`config.mk`:
```
export PLATFORM = sky130hd
export DESIGN_NAME = tsr_recorder
export DESIGN_NICKNAME = d
export VERILOG_FILES = /design/src/tsr_pkg.sv /design/src/tsr_fifo.sv /design/src/tsr_recorder.sv
export SDC_FILE = /design/constraint.sdc
export NUM_CORES = 1
export LEC_CHECK = 0
export BUFFER_PORTS_ARGS = -buffer_cell sky130_fd_sc_hd__buf_4
export CORE_UTILIZATION = 40
export CTS_CLUSTER_SIZE = 24
export DETAILED_ROUTE_END_ITERATION = 10
export PLACE_DENSITY = 0.68
export SYNTH_ARGS = -nofsm -noshare
export SYNTH_HDL_FRONTEND = slang
export SYNTH_SLANG_ARGS = --single-unit
```
`constraint.sdc`:
```
create_clock -name i_sys_clk -period 6.7 [get_ports i_sys_clk]
set_input_delay 0.67 -clock i_sys_clk [delete_from_list [all_inputs] [get_ports i_sys_clk]]
set_output_delay 0.67 -clock i_sys_clk [all_outputs]
set_load 0.02 [all_outputs]
```
`src/tsr_pkg.sv`:
```
// Package for the triggered sweep recorder: constants, modes, carriers
package tsr_pkg;

  localparam int unsigned TSR_DATA_W    = 16;
  localparam int unsigned TSR_ADDR_W    = 12;
  localparam int unsigned TSR_SEG_W     = 2;
  localparam int unsigned TSR_CNT_W     = 16;
  localparam int unsigned TSR_FIFO_D    = 16;
  localparam logic [TSR_CNT_W-1:0] TSR_DELAY_RST = 16'h0000;
  localparam logic [TSR_CNT_W-1:0] TSR_LEN_RST   = 16'h0400;

  typedef enum logic [2:0] {
    TSR_MODE_SWEEP,
    TSR_MODE_CONT_STD,
    TSR_MODE_CONT_CIRC,
    TSR_MODE_CONT_STOP,
    TSR_MODE_DUAL,
    TSR_MODE_SLOW_FAST
  } tsr_mode_t;

  typedef enum logic [1:0] {
    TSR_ST_IDLE,
    TSR_ST_STANDBY,
    TSR_ST_RUN,
    TSR_ST_HOLD
  } tsr_state_t;

  // Stream word toward host/disk
  typedef struct packed {
    logic                  slow;
    logic                  trig;
    logic [TSR_DATA_W-1:0] data;
  } tsr_stream_t;

  // RAM write port
  typedef struct packed {
    logic                  we;
    logic [TSR_SEG_W-1:0]  seg;
    logic [TSR_ADDR_W-1:0] addr;
    logic [TSR_DATA_W-1:0] data;
  } tsr_ram_wr_t;

endpackage : tsr_pkg

```
`src/tsr_fifo.sv`:
```
// Stream FIFO in flip-flops with valid/ready on both sides
`timescale 1ns/1ps
module tsr_fifo #(
  parameter int unsigned WIDTH = 18,
  parameter int unsigned DEPTH = 16
) (
  input  wire logic             i_sys_clk,
  input  wire logic             i_reset,
  input  wire logic             i_in_valid,
  output logic                  o_in_ready,
  input  wire logic [WIDTH-1:0] i_in_data,
  output logic                  o_out_valid,
  input  wire logic             i_out_ready,
  output logic      [WIDTH-1:0] o_out_data
);
  localparam int unsigned AW = $clog2(DEPTH);

  logic [WIDTH-1:0] mem_q [DEPTH];
  logic [AW-1:0]    wr_q;
  logic [AW-1:0]    rd_q;
  logic [AW:0]      cnt_q;
  logic             push;
  logic             pop;

  assign o_in_ready  = (cnt_q != (AW+1)'(DEPTH));
  assign o_out_valid = (cnt_q != '0);
  assign push        = i_in_valid && o_in_ready;
  assign pop         = o_out_valid && i_out_ready;
  assign o_out_data  = mem_q[rd_q];

  always_ff @(posedge i_sys_clk) begin
    if (push) begin
      mem_q[wr_q] <= i_in_data;
    end
  end

  always_ff @(posedge i_sys_clk or posedge i_reset) begin
    if (i_reset) begin
      wr_q  <= '0;
      rd_q  <= '0;
      cnt_q <= '0;
    end else begin
      if (push) begin
        wr_q <= (wr_q == AW'(DEPTH-1)) ? '0 : wr_q + 1'b1;
      end
      if (pop) begin
        rd_q <= (rd_q == AW'(DEPTH-1)) ? '0 : rd_q + 1'b1;
      end
      cnt_q <= cnt_q + (AW+1)'(push) - (AW+1)'(pop);
    end
  end
endmodule // tsr_fifo

```
`src/tsr_recorder.sv`:
```
// Triggered sweep recorder: run/stop/pause control, segmented ring buffer, stream path
`timescale 1ns/1ps
module tsr_recorder
  import tsr_pkg::*;
#(
  parameter int unsigned DATA_W    = TSR_DATA_W,
  parameter int unsigned ADDR_W    = TSR_ADDR_W,
  parameter int unsigned SEG_W     = TSR_SEG_W,
  parameter int unsigned CNT_W     = TSR_CNT_W,
  parameter int unsigned FIFO_D    = TSR_FIFO_D
) (
  input  wire logic                 i_sys_clk,
  input  wire logic                 i_reset,
  // Commands, one-cycle pulses from control logic
  input  wire logic                 i_run,
  input  wire logic                 i_stop,
  input  wire logic                 i_pause,
  // Configuration
  input  wire tsr_mode_t            i_mode,
  input  wire logic [CNT_W-1:0]     i_seg_len,
  input  wire logic [CNT_W-1:0]     i_delay,
  input  wire logic [SEG_W-1:0]     i_seg_count,
  input  wire logic [7:0]           i_slow_div,
  // Converter side, pins: synchronised here
  input  wire logic                 i_smp_clk,
  input  wire logic [DATA_W-1:0]    i_smp_data,
  input  wire logic                 i_trigger,
  // Onboard RAM write port
  output tsr_ram_wr_t               o_ram_wr,
  // Stream to host/disk
  output logic                      o_strm_valid,
  input  wire logic                 i_strm_ready,
  output tsr_stream_t               o_strm_data,
  output logic                      o_strm_overflow,
  // Status
  output tsr_state_t                o_state,
  output logic                      o_recording,
  output logic                      o_sweep_done,
  output logic [SEG_W-1:0]          o_done_seg,
  output logic [ADDR_W-1:0]         o_done_addr,
  output logic                      o_rec_closed,
  output logic                      o_circ_wrapped
);

  // ********************************************
  // Input synchronisers
  // ********************************************
  logic              smp_clk_m_q, smp_clk_s_q, smp_clk_p_q;
  logic              trig_m_q, trig_s_q, trig_p_q;
  logic [DATA_W-1:0] data_m_q, data_s_q;

  always_ff @(posedge i_sys_clk or posedge i_reset) begin
    if (i_reset) begin
      smp_clk_m_q <= 1'b0;
      smp_clk_s_q <= 1'b0;
      smp_clk_p_q <= 1'b0;
      trig_m_q    <= 1'b0;
      trig_s_q    <= 1'b0;
      trig_p_q    <= 1'b0;
      data_m_q    <= '0;
      data_s_q    <= '0;
    end else begin
      smp_clk_m_q <= i_smp_clk;
      smp_clk_s_q <= smp_clk_m_q;
      smp_clk_p_q <= smp_clk_s_q;
      trig_m_q    <= i_trigger;
      trig_s_q    <= trig_m_q;
      trig_p_q    <= trig_s_q;
      data_m_q    <= i_smp_data;
      data_s_q    <= data_m_q;
    end
  end

  // Data is stable around the time base edge, so sampling it with the edge is safe
  logic smp_tick;
  logic trig_rise;
  assign smp_tick  = smp_clk_s_q && !smp_clk_p_q;
  assign trig_rise = trig_s_q && !trig_p_q;

  // ********************************************
  // Run / stop / pause control
  // ********************************************
  tsr_state_t state_q;
  logic       end_sweep;
  logic       rec_active;
  logic       storing;
  logic       sweep_mode;

  assign sweep_mode = (i_mode == TSR_MODE_SWEEP) || (i_mode == TSR_MODE_DUAL)
                   || (i_mode == TSR_MODE_SLOW_FAST);
  assign storing    = (state_q == TSR_ST_RUN);
  assign rec_active = (state_q == TSR_ST_RUN) || (state_q == TSR_ST_HOLD);

  always_ff @(posedge i_sys_clk or posedge i_reset) begin
    if (i_reset) begin
      state_q <= TSR_ST_IDLE;
    end else begin
      case (state_q)
        TSR_ST_IDLE: begin
          if (i_run) begin
            state_q <= TSR_ST_RUN;
          end else if (i_pause) begin
            state_q <= TSR_ST_STANDBY;
          end
        end
        TSR_ST_STANDBY: begin
          if (i_run) begin
            state_q <= TSR_ST_RUN;
          end else if (i_stop) begin
            state_q <= TSR_ST_IDLE;
          end
        end
        TSR_ST_RUN: begin
          if (i_stop || end_sweep) begin
            state_q <= TSR_ST_IDLE;
          end else if (i_pause) begin
            state_q <= TSR_ST_HOLD;
          end
        end
        TSR_ST_HOLD: begin
          if (i_stop) begin
            state_q <= TSR_ST_IDLE;
          end else if (i_run) begin
            state_q <= TSR_ST_RUN;
          end
        end
        default: state_q <= TSR_ST_IDLE;
      endcase
    end
  end

  // ********************************************
  // Trigger and post-trigger delay
  // ********************************************
  logic             armed_q;     // Delay running
  logic             fired_q;     // First trigger of recording seen
  logic [CNT_W-1:0] delay_q;
  logic             trig_take;
  logic             stop_trig_mode;

  // Standard continuous mode never stops on a trigger
  assign stop_trig_mode = (i_mode != TSR_MODE_CONT_STD);
  assign trig_take = storing && trig_rise && !armed_q && stop_trig_mode;

  // Zero delay ends at the trigger itself; otherwise after delay stored samples
  assign end_sweep = storing && (
      (trig_take && (i_delay == '0))
    || (armed_q && smp_tick && (delay_q == CNT_W'(1))));

  always_ff @(posedge i_sys_clk or posedge i_reset) begin
    if (i_reset) begin
      armed_q <= 1'b0;
      delay_q <= TSR_DELAY_RST;
    end else if (!rec_active || end_sweep) begin
      armed_q <= 1'b0;
    end else if (trig_take) begin
      armed_q <= 1'b1;
      delay_q <= i_delay;
    end else if (armed_q && smp_tick && storing) begin
      delay_q <= delay_q - 1'b1;
    end
  end

  always_ff @(posedge i_sys_clk or posedge i_reset) begin
    if (i_reset) begin
      fired_q <= 1'b0;
    end else if (state_q == TSR_ST_IDLE) begin
      fired_q <= 1'b0;
    end else if (trig_take) begin
      fired_q <= 1'b1;
    end
  end

  // ********************************************
  // Segmented ring buffer writer
  // ********************************************
  logic [ADDR_W-1:0] addr_q;
  logic [SEG_W-1:0]  seg_q;
  logic [ADDR_W-1:0] last_addr;
  logic              ram_we;
  logic              wrapped_q;

  assign last_addr = (i_seg_len == '0) ? '0 : ADDR_W'(i_seg_len - 1'b1);
  assign ram_we    = storing && smp_tick && sweep_mode && !(trig_take && i_delay == '0);

  always_ff @(posedge i_sys_clk or posedge i_reset) begin
    if (i_reset) begin
      addr_q    <= '0;
      seg_q     <= '0;
      wrapped_q <= 1'b0;
    end else if (state_q == TSR_ST_IDLE && i_run) begin
      addr_q    <= '0;
      wrapped_q <= 1'b0;
    end else if (end_sweep) begin
      addr_q    <= '0;
      wrapped_q <= 1'b0;
      seg_q     <= (seg_q >= i_seg_count) ? '0 : seg_q + 1'b1;
    end else if (ram_we) begin
      if (addr_q >= last_addr) begin
        addr_q    <= '0;
        wrapped_q <= 1'b1;
      end else begin
        addr_q <= addr_q + 1'b1;
      end
    end
  end

  always_ff @(posedge i_sys_clk or posedge i_reset) begin
    if (i_reset) begin
      o_ram_wr <= '0;
    end else begin
      o_ram_wr.we   <= ram_we;
      o_ram_wr.seg  <= seg_q;
      o_ram_wr.addr <= addr_q;
      o_ram_wr.data <= data_s_q;
    end
  end

  // Completed sweep: segment and end address handed to the host side
  always_ff @(posedge i_sys_clk or posedge i_reset) begin
    if (i_reset) begin
      o_sweep_done <= 1'b0;
      o_done_seg   <= '0;
      o_done_addr  <= '0;
      o_rec_closed <= 1'b0;
    end else begin
      o_sweep_done <= end_sweep && sweep_mode;
      o_rec_closed <= rec_active && (i_stop || end_sweep);
      if (end_sweep) begin
        o_done_seg  <= seg_q;
        o_done_addr <= addr_q;
      end
    end
  end

  // ********************************************
  // Continuous stream path
  // ********************************************
  logic [7:0]  slow_cnt_q;
  logic        strm_push;
  logic        strm_ready;
  logic        cont_mode;
  logic        dual_mode;
  logic        mark_q;
  tsr_stream_t strm_word;

  assign cont_mode = !sweep_mode;
  assign dual_mode = (i_mode == TSR_MODE_DUAL) || (i_mode == TSR_MODE_SLOW_FAST);

  // Slow-rate decimator for dual and slow-fast modes
  always_ff @(posedge i_sys_clk or posedge i_reset) begin
    if (i_reset) begin
      slow_cnt_q <= '0;
    end else if (!rec_active) begin
      slow_cnt_q <= '0;
    end else if (storing && smp_tick) begin
      slow_cnt_q <= (slow_cnt_q >= i_slow_div) ? '0 : slow_cnt_q + 1'b1;
    end
  end

  assign strm_push = storing && smp_tick && !(trig_take && i_delay == '0)
                  && (cont_mode || (dual_mode && slow_cnt_q == '0));
  // Trigger lasts one cycle but slow words are sparse: hold the mark until a word carries it
  always_ff @(posedge i_sys_clk or posedge i_reset) begin
    if (i_reset) begin
      mark_q <= 1'b0;
    end else if (trig_take && !fired_q && !strm_push) begin
      mark_q <= 1'b1;
    end else if (strm_push || !rec_active) begin
      mark_q <= 1'b0;
    end
  end

  assign strm_word.slow = dual_mode;
  assign strm_word.trig = mark_q || (trig_take && !fired_q);
  assign strm_word.data = data_s_q;

  // Stream cannot stall the converter; a lost word is reported, not hidden
  always_ff @(posedge i_sys_clk or posedge i_reset) begin
    if (i_reset) begin
      o_strm_overflow <= 1'b0;
    end else if (state_q == TSR_ST_IDLE && i_run) begin
      o_strm_overflow <= 1'b0;
    end else if (strm_push && !strm_ready) begin
      o_strm_overflow <= 1'b1;
    end
  end

  tsr_fifo #(
    .WIDTH ($bits(tsr_stream_t)),
    .DEPTH (FIFO_D)
  ) u_fifo (
    .i_sys_clk   (i_sys_clk),
    .i_reset     (i_reset),
    .i_in_valid  (strm_push),
    .o_in_ready  (strm_ready),
    .i_in_data   (strm_word),
    .o_out_valid (o_strm_valid),
    .i_out_ready (i_strm_ready),
    .o_out_data  (o_strm_data)
  );

  // ********************************************
  // Status
  // ********************************************
  assign o_state        = state_q;
  assign o_recording    = rec_active;
  assign o_circ_wrapped = wrapped_q;

endmodule // tsr_recorder

```
# Word-level counts from Yosys, hierarchy flattened
# Memory sizes are Yosys's and may differ from the RTL's.
# Cells that the tools add are included.
# word_totals
regBits,143
ramBits,288
output_inout_bits,71
n_memories,1
# classes
addsub,9
magnitude_cmp,3
eq_ne,15
mux,35
n_bitwise,2
reduce_logical,60
# memory_table
name,words,width,rd,rd_ports_with_merged_regs,write_ports,line_no,text
u_fifo.mem_q,16,18,1,0,1,tsr_fifo.sv:18,logic [WIDTH-1:0] mem_q [DEPTH];
# op_table
operator,count
$mux 12,5
$logic_not 16->1,2
$mux 16,2
$logic_and 1x1->1,24
$mux 8,3
$mux 2,9
$eq 16x1->1 const B,1
$sub 16x1->16 const B,1
$mux 1,13
$add 12x1->12 const B,1
$ge 12x12->1,1
$sub 12x1->12 const B,1
$logic_or 1x1->1,10
$reduce_bool 2->1,5
$logic_not 1->1,9
$ne 3x3->1 const B,3
$add 4x1->4 const B,2
$add 8x1->8 const B,1
$eq 4x4->1 const B,2
$ge 8x8->1,1
$logic_not 8->1,1
$mux 4,2
$pmux 2 s4,1
$eq 3x3->1 const B,2
other kinds (17),22

# Depth between registers and ports, before layout
# depth
depth_word,12
depth_mapped,15
mapped_depth_nobuf,15

# Hierarchy
# From an unflattened synthesis, not the netlist that was laid out.
# unflattened
cells_unflattened,1074
hier_area_um2,17453.0
# by_module_without_submodules
mod,n_inst,cells_per_inst,area_per_inst_um2,seq_area_each_um2
tsr_fifo,1,533,11667.4,8973.6
tsr_recorder,1,541,5785.5,3253.1

# Least setup slack after synthesis
# OpenSTA, ideal clock, no wires.
# synth_path
path_kind,input port to flip-flop
start,in i_seg_len[7]
end,reg addr_q[3]
arrival_ns,3.541
path_slack_ns,3.033
path_stages,14
n_path_buf,2
path_cell_list,or4_1 or3_1 nor2_1 nand3_1 clkbuf_1 o21ai_0 ha_1 nor2_1 nor3_1 a21oi_1 nor3_1 buf_6 nor3_2 a221o_1
# synth_via
elab_chain_len,7
elab_cells_between_ends,8
cone_classes,add/sub (1); order compare (1); mux (5); reduce/logical (1)
# synth_rtl
item,line_no,text
from (decl),tsr_recorder.sv:20,"input wire logic [CNT_W-1:0] i_seg_len,"
$sub 12x1->12 / $logic_not 16->1 (equally long branches),tsr_recorder.sv:183,assign last_addr = (i_seg_len == '0) ? '0 : ADDR_W'(i_seg_len - 1'b1);
$mux 12 (*),tsr_recorder.sv:183,
$ge 12x12->1 (*),tsr_recorder.sv:199,if (addr_q >= last_addr) begin
$mux 12 (*),tsr_recorder.sv:199,
$mux 12 (*),tsr_recorder.sv:198,end else if (ram_we) begin
$mux 12 (*),tsr_recorder.sv:194,end else if (end_sweep) begin
$mux 12 (*),tsr_recorder.sv:191,end else if (state_q == TSR_ST_IDLE && i_run) begin
to (signal assigned),tsr_recorder.sv:203,addr_q <= addr_q + 1'b1;
to (decl),tsr_recorder.sv:177,logic [ADDR_W-1:0] addr_q;
# Every way passes the cells marked *; elsewhere a longest branch is shown, timed or not. The select of a mux whose other input is x is not followed.
# A chain may end at the register's enable or synchronous reset.

==> summary.md <==
| Metric | Value |
|---|---|
| Num ports | 140 |
| Synthesized Nets | 1255 |
| Worst-path clk slew | 0.06 ns |
| EDFF count, synth | 288 |
| Final setup margin | 2.31 ns |
| Unrepaired setup endpoints after global routing | no |
| CTS tree | done |
| R2R cell count | 8 |
| Warnings, synthesis | 0 |
| Sequential share of the synthesized area | 0.692 |
| Library cells used by synthesis | 71 |
| Gr ovfl total | 0 |
| PostCTS Resize Cnt | 0 |
| Post-synthesis simple-gate area fraction | 0.0692 |
| Worst path slowest cell | dfrtp_1 |
| Min Tclk post-route | 4.39 ns |
| Syn_area_per_cell | 15.4 sq um |
| Via count | 10300 |
| DR pass1 iterations | 5 |
| Synth Area in XOR/XNOR | 0.00892 |
| Crit path kind | flop to output pin |
| Wirelength per Cell | 20.0 um |
| # placed instances | 1843 |
| Number of max-cap violations | 0 |
| Largest family of logic cells by synthesized area | multiplexers |
| Crit-path most repeated cell | buf_4 |
| Post-Synthesis Cells | 1145 |
| Largest net degree at the start of global routing | 89 |
| # hold bufs at CTS | 0 |
| Post-synthesis compound-gate area fraction | 0.0821 |
| Max Freq | 228 MHz |
| Clk root buf | clkbuf_16 |
| Core area | 43400 sq um |
| Worst setup EP type | output pin |
| Routed Wire Length | 38400 um |
| Post-synthesis adder-cell area fraction | 0.0295 |
| Fin cells | 1926 |
| Vias per cell | 5.32 |
| Number of CTS-inserted buffers | 45 |
| Ys async rst share | 0.332 |
| Slew Limit Fails | 0 |
| Clk sinks | 431 |
| Die area | 45000 sq um |
| Hold Path Class | primary input to flop |
| Worst Hold Path Cells | 1 |
| Maximum fanout along the worst path | 24 |
| Area Growth Syn to Fin | 18.7% |
| Synthesized area | 17700 sq um |
| Max clock buf depth | 3 |
| Leak pwr | 8.04 nW |
| Layout cells sized above 1 | 0.242 |
| Antenna violations before repair | 0 |
| Pwr Total | 0.00772 W |
| Die W | 212 um |
| Final setup fails | 0 |
| Reg2reg setup slack | 3.20 ns |
| Slowest Stage Delay on Critical Path | 0.93 ns |
| Diode count | 0 |
| Least-Margin Pin Slew | 1.23 ns |
| Pwr dens | 368 nW/um^2 |
| Peak VDD IR | 224 uV |
| Drc violations | 0 |
| First-iteration detailed-routing DRC count | 758 |
| Slew headroom | 0.177 |
| Initial core utilization | 0.407 |
| IO buf count | 139 |
| H-tree Lvls | 2 |
| Nets | 1415 |
| Worst skew pair latency | 0.57 ns |
| Hold WS | 0.201 ns |
| Final Hold Viols | 0 |
| Status | finished, final reports clean |
| DP HPWL | 23600 um |
| Crit path cell chain | buf_4 > and2_0 > buf_4 > a221oi_1 > a22oi_1 > nand2_1 > buf_4 |
| Clock skew | 0.0176 ns |
| Post-place setup slack | 2.47 ns |
| CP Data Arrival Time | 3.72 ns |
| Most frequent cells in the layout | 288 x edfxtp_1, 162 x buf_4, 141 x dfrtp_1, 70 x o21ai_0, 62 x nand2_1 |
| Setup Fix Bufs, Post-CTS | 0 |
| Critical Path RT | 6.03 ns |
| Setup TNS | 0 ns |
| Final GP Congestion | 0.822 |
| Die Y | 212 um |
| Routed Antenna Nets | 0 |
| Commonest non-fill, non-tap cell in the layout | edfxtp_1 |
| Worst setup SP type | flop |
| Tot GR Track Use | 0.175 |
| Period utilisation layout | 0.655 |
| Synth Flop Type | edfxtp_1 |
| Rows | 76 |
| First-pass GRT wire length | 59600 um |
| FILL cells | 3773 |
| Vias in the first global route | 10500 |
| Multiplexer share of the synthesized area | 0.0974 |
| Yosys reg bits | 431 |
## layout make-up
class	instances	area, sq um	area share
clock buffers	60	1260	0.0600
clock inverters	23	289	0.0138
inverters	37	144	0.00686
multi-input cells	627	5080	0.242
flip-flops and latches	431	12200	0.583
well taps	585	732	0.0349
repair buffers	163	1240	0.0590
## cell families after synthesis
family	after synthesis
DFF	431
and+or+nand+nor	223
AOI/OAI and AO/OA	222
muxes	123
buffers and inverters	87
adders and majority gates	41
xor gates and xnor gates	18
## sequential cells by signal, summed over array words and instances, names as in the netlist, 2 cells and up
name,flops
o_ram_wr,31
data_m_q,16
u_fifo.rd_q,4
slow_cnt_q,8
seg_q,2
addr_q,12
o_state,2
u_fifo.mem_q,288
delay_q,16
o_done_seg,2
u_fifo.wr_q,4
u_fifo.cnt_q,5
data_s_q,16
o_done_addr,12
## worst max-delay path: cells and delay by family (launching register included)
kind                   cells  cell delay [ns]
AOI/OAI and AO/OA          2             0.36
DFF                        1             0.93
buffers and inverters      3             1.06
and+or+nand+nor            2             0.80
## final timing paths
kind / to / start
setup / recovery: o_strm_data[8] / u_fifo.rd_q[1]
hold / removal: data_m_q[8] / i_smp_data[8]
setup reg to reg: u_fifo.mem_q[0][1] / slow_cnt_q[0]
hold reg to reg: data_s_q[12] / data_m_q[12]
max in group asynchronous: o_ram_wr[4] / i_reset
min in group asynchronous: data_m_q[14] / i_reset
## cells in the mapped netlist (all sizes together), types with 9 or more instances
cell type | n | area share
ha | 40 | 0.028
nor3 | 19 | 0.0057
a22o | 13 | 0.0065
xnor2 | 9 | 0.0045
a221oi | 19 | 0.0094
nor2b | 10 | 0.0035
clkbuf | 28 | 0.0059
mux2i | 56 | 0.032
nand2 | 64 | 0.014
nand3 | 13 | 0.0037
nor2 | 38 | 0.0082
o41ai | 10 | 0.0050
and3 | 9 | 0.0035
inv | 37 | 0.0079
dfrtp | 143 | 0.20
and2 | 22 | 0.0078
mux2 | 31 | 0.020
a22oi | 23 | 0.0098
nor4 | 14 | 0.0075
xor2 | 9 | 0.0045
edfxtp | 288 | 0.49
mux4 | 36 | 0.046
o21ai | 70 | 0.020
a21oi | 49 | 0.014
buf | 22 | 0.0072
## report_power, final
part	total, W	internal, W	switching [W]
logic	0.00184	0.000834	0.00101
registers	0.00330	0.00301	0.000292
clock network	0.00258	0.00153	0.00105
total	0.00772	0.00537	0.00235
## stage by stage
step / instance area (sq um) / util
6_report: 21000 / 0.484
5_1_grt: 21000 / 0.484
4_1_cts: 21000 / 0.484
3_5_place_dp: 19400 / 0.448
3_3_place_gp: 19400 / 0.448
2_1_floorplan: 17700 / -
## layer usage
metal / vias up / GRT usage / share of wire
met5: - / 0 / 0
met4: 0 / 0.0575 / 0.021
li1: 4727 / - / -
met3: 67 / 0.0375 / 0.067
met1: 5161 / 0.232 / 0.43
met2: 297 / 0.286 / 0.49
Power figures use the tool's default switching activity.
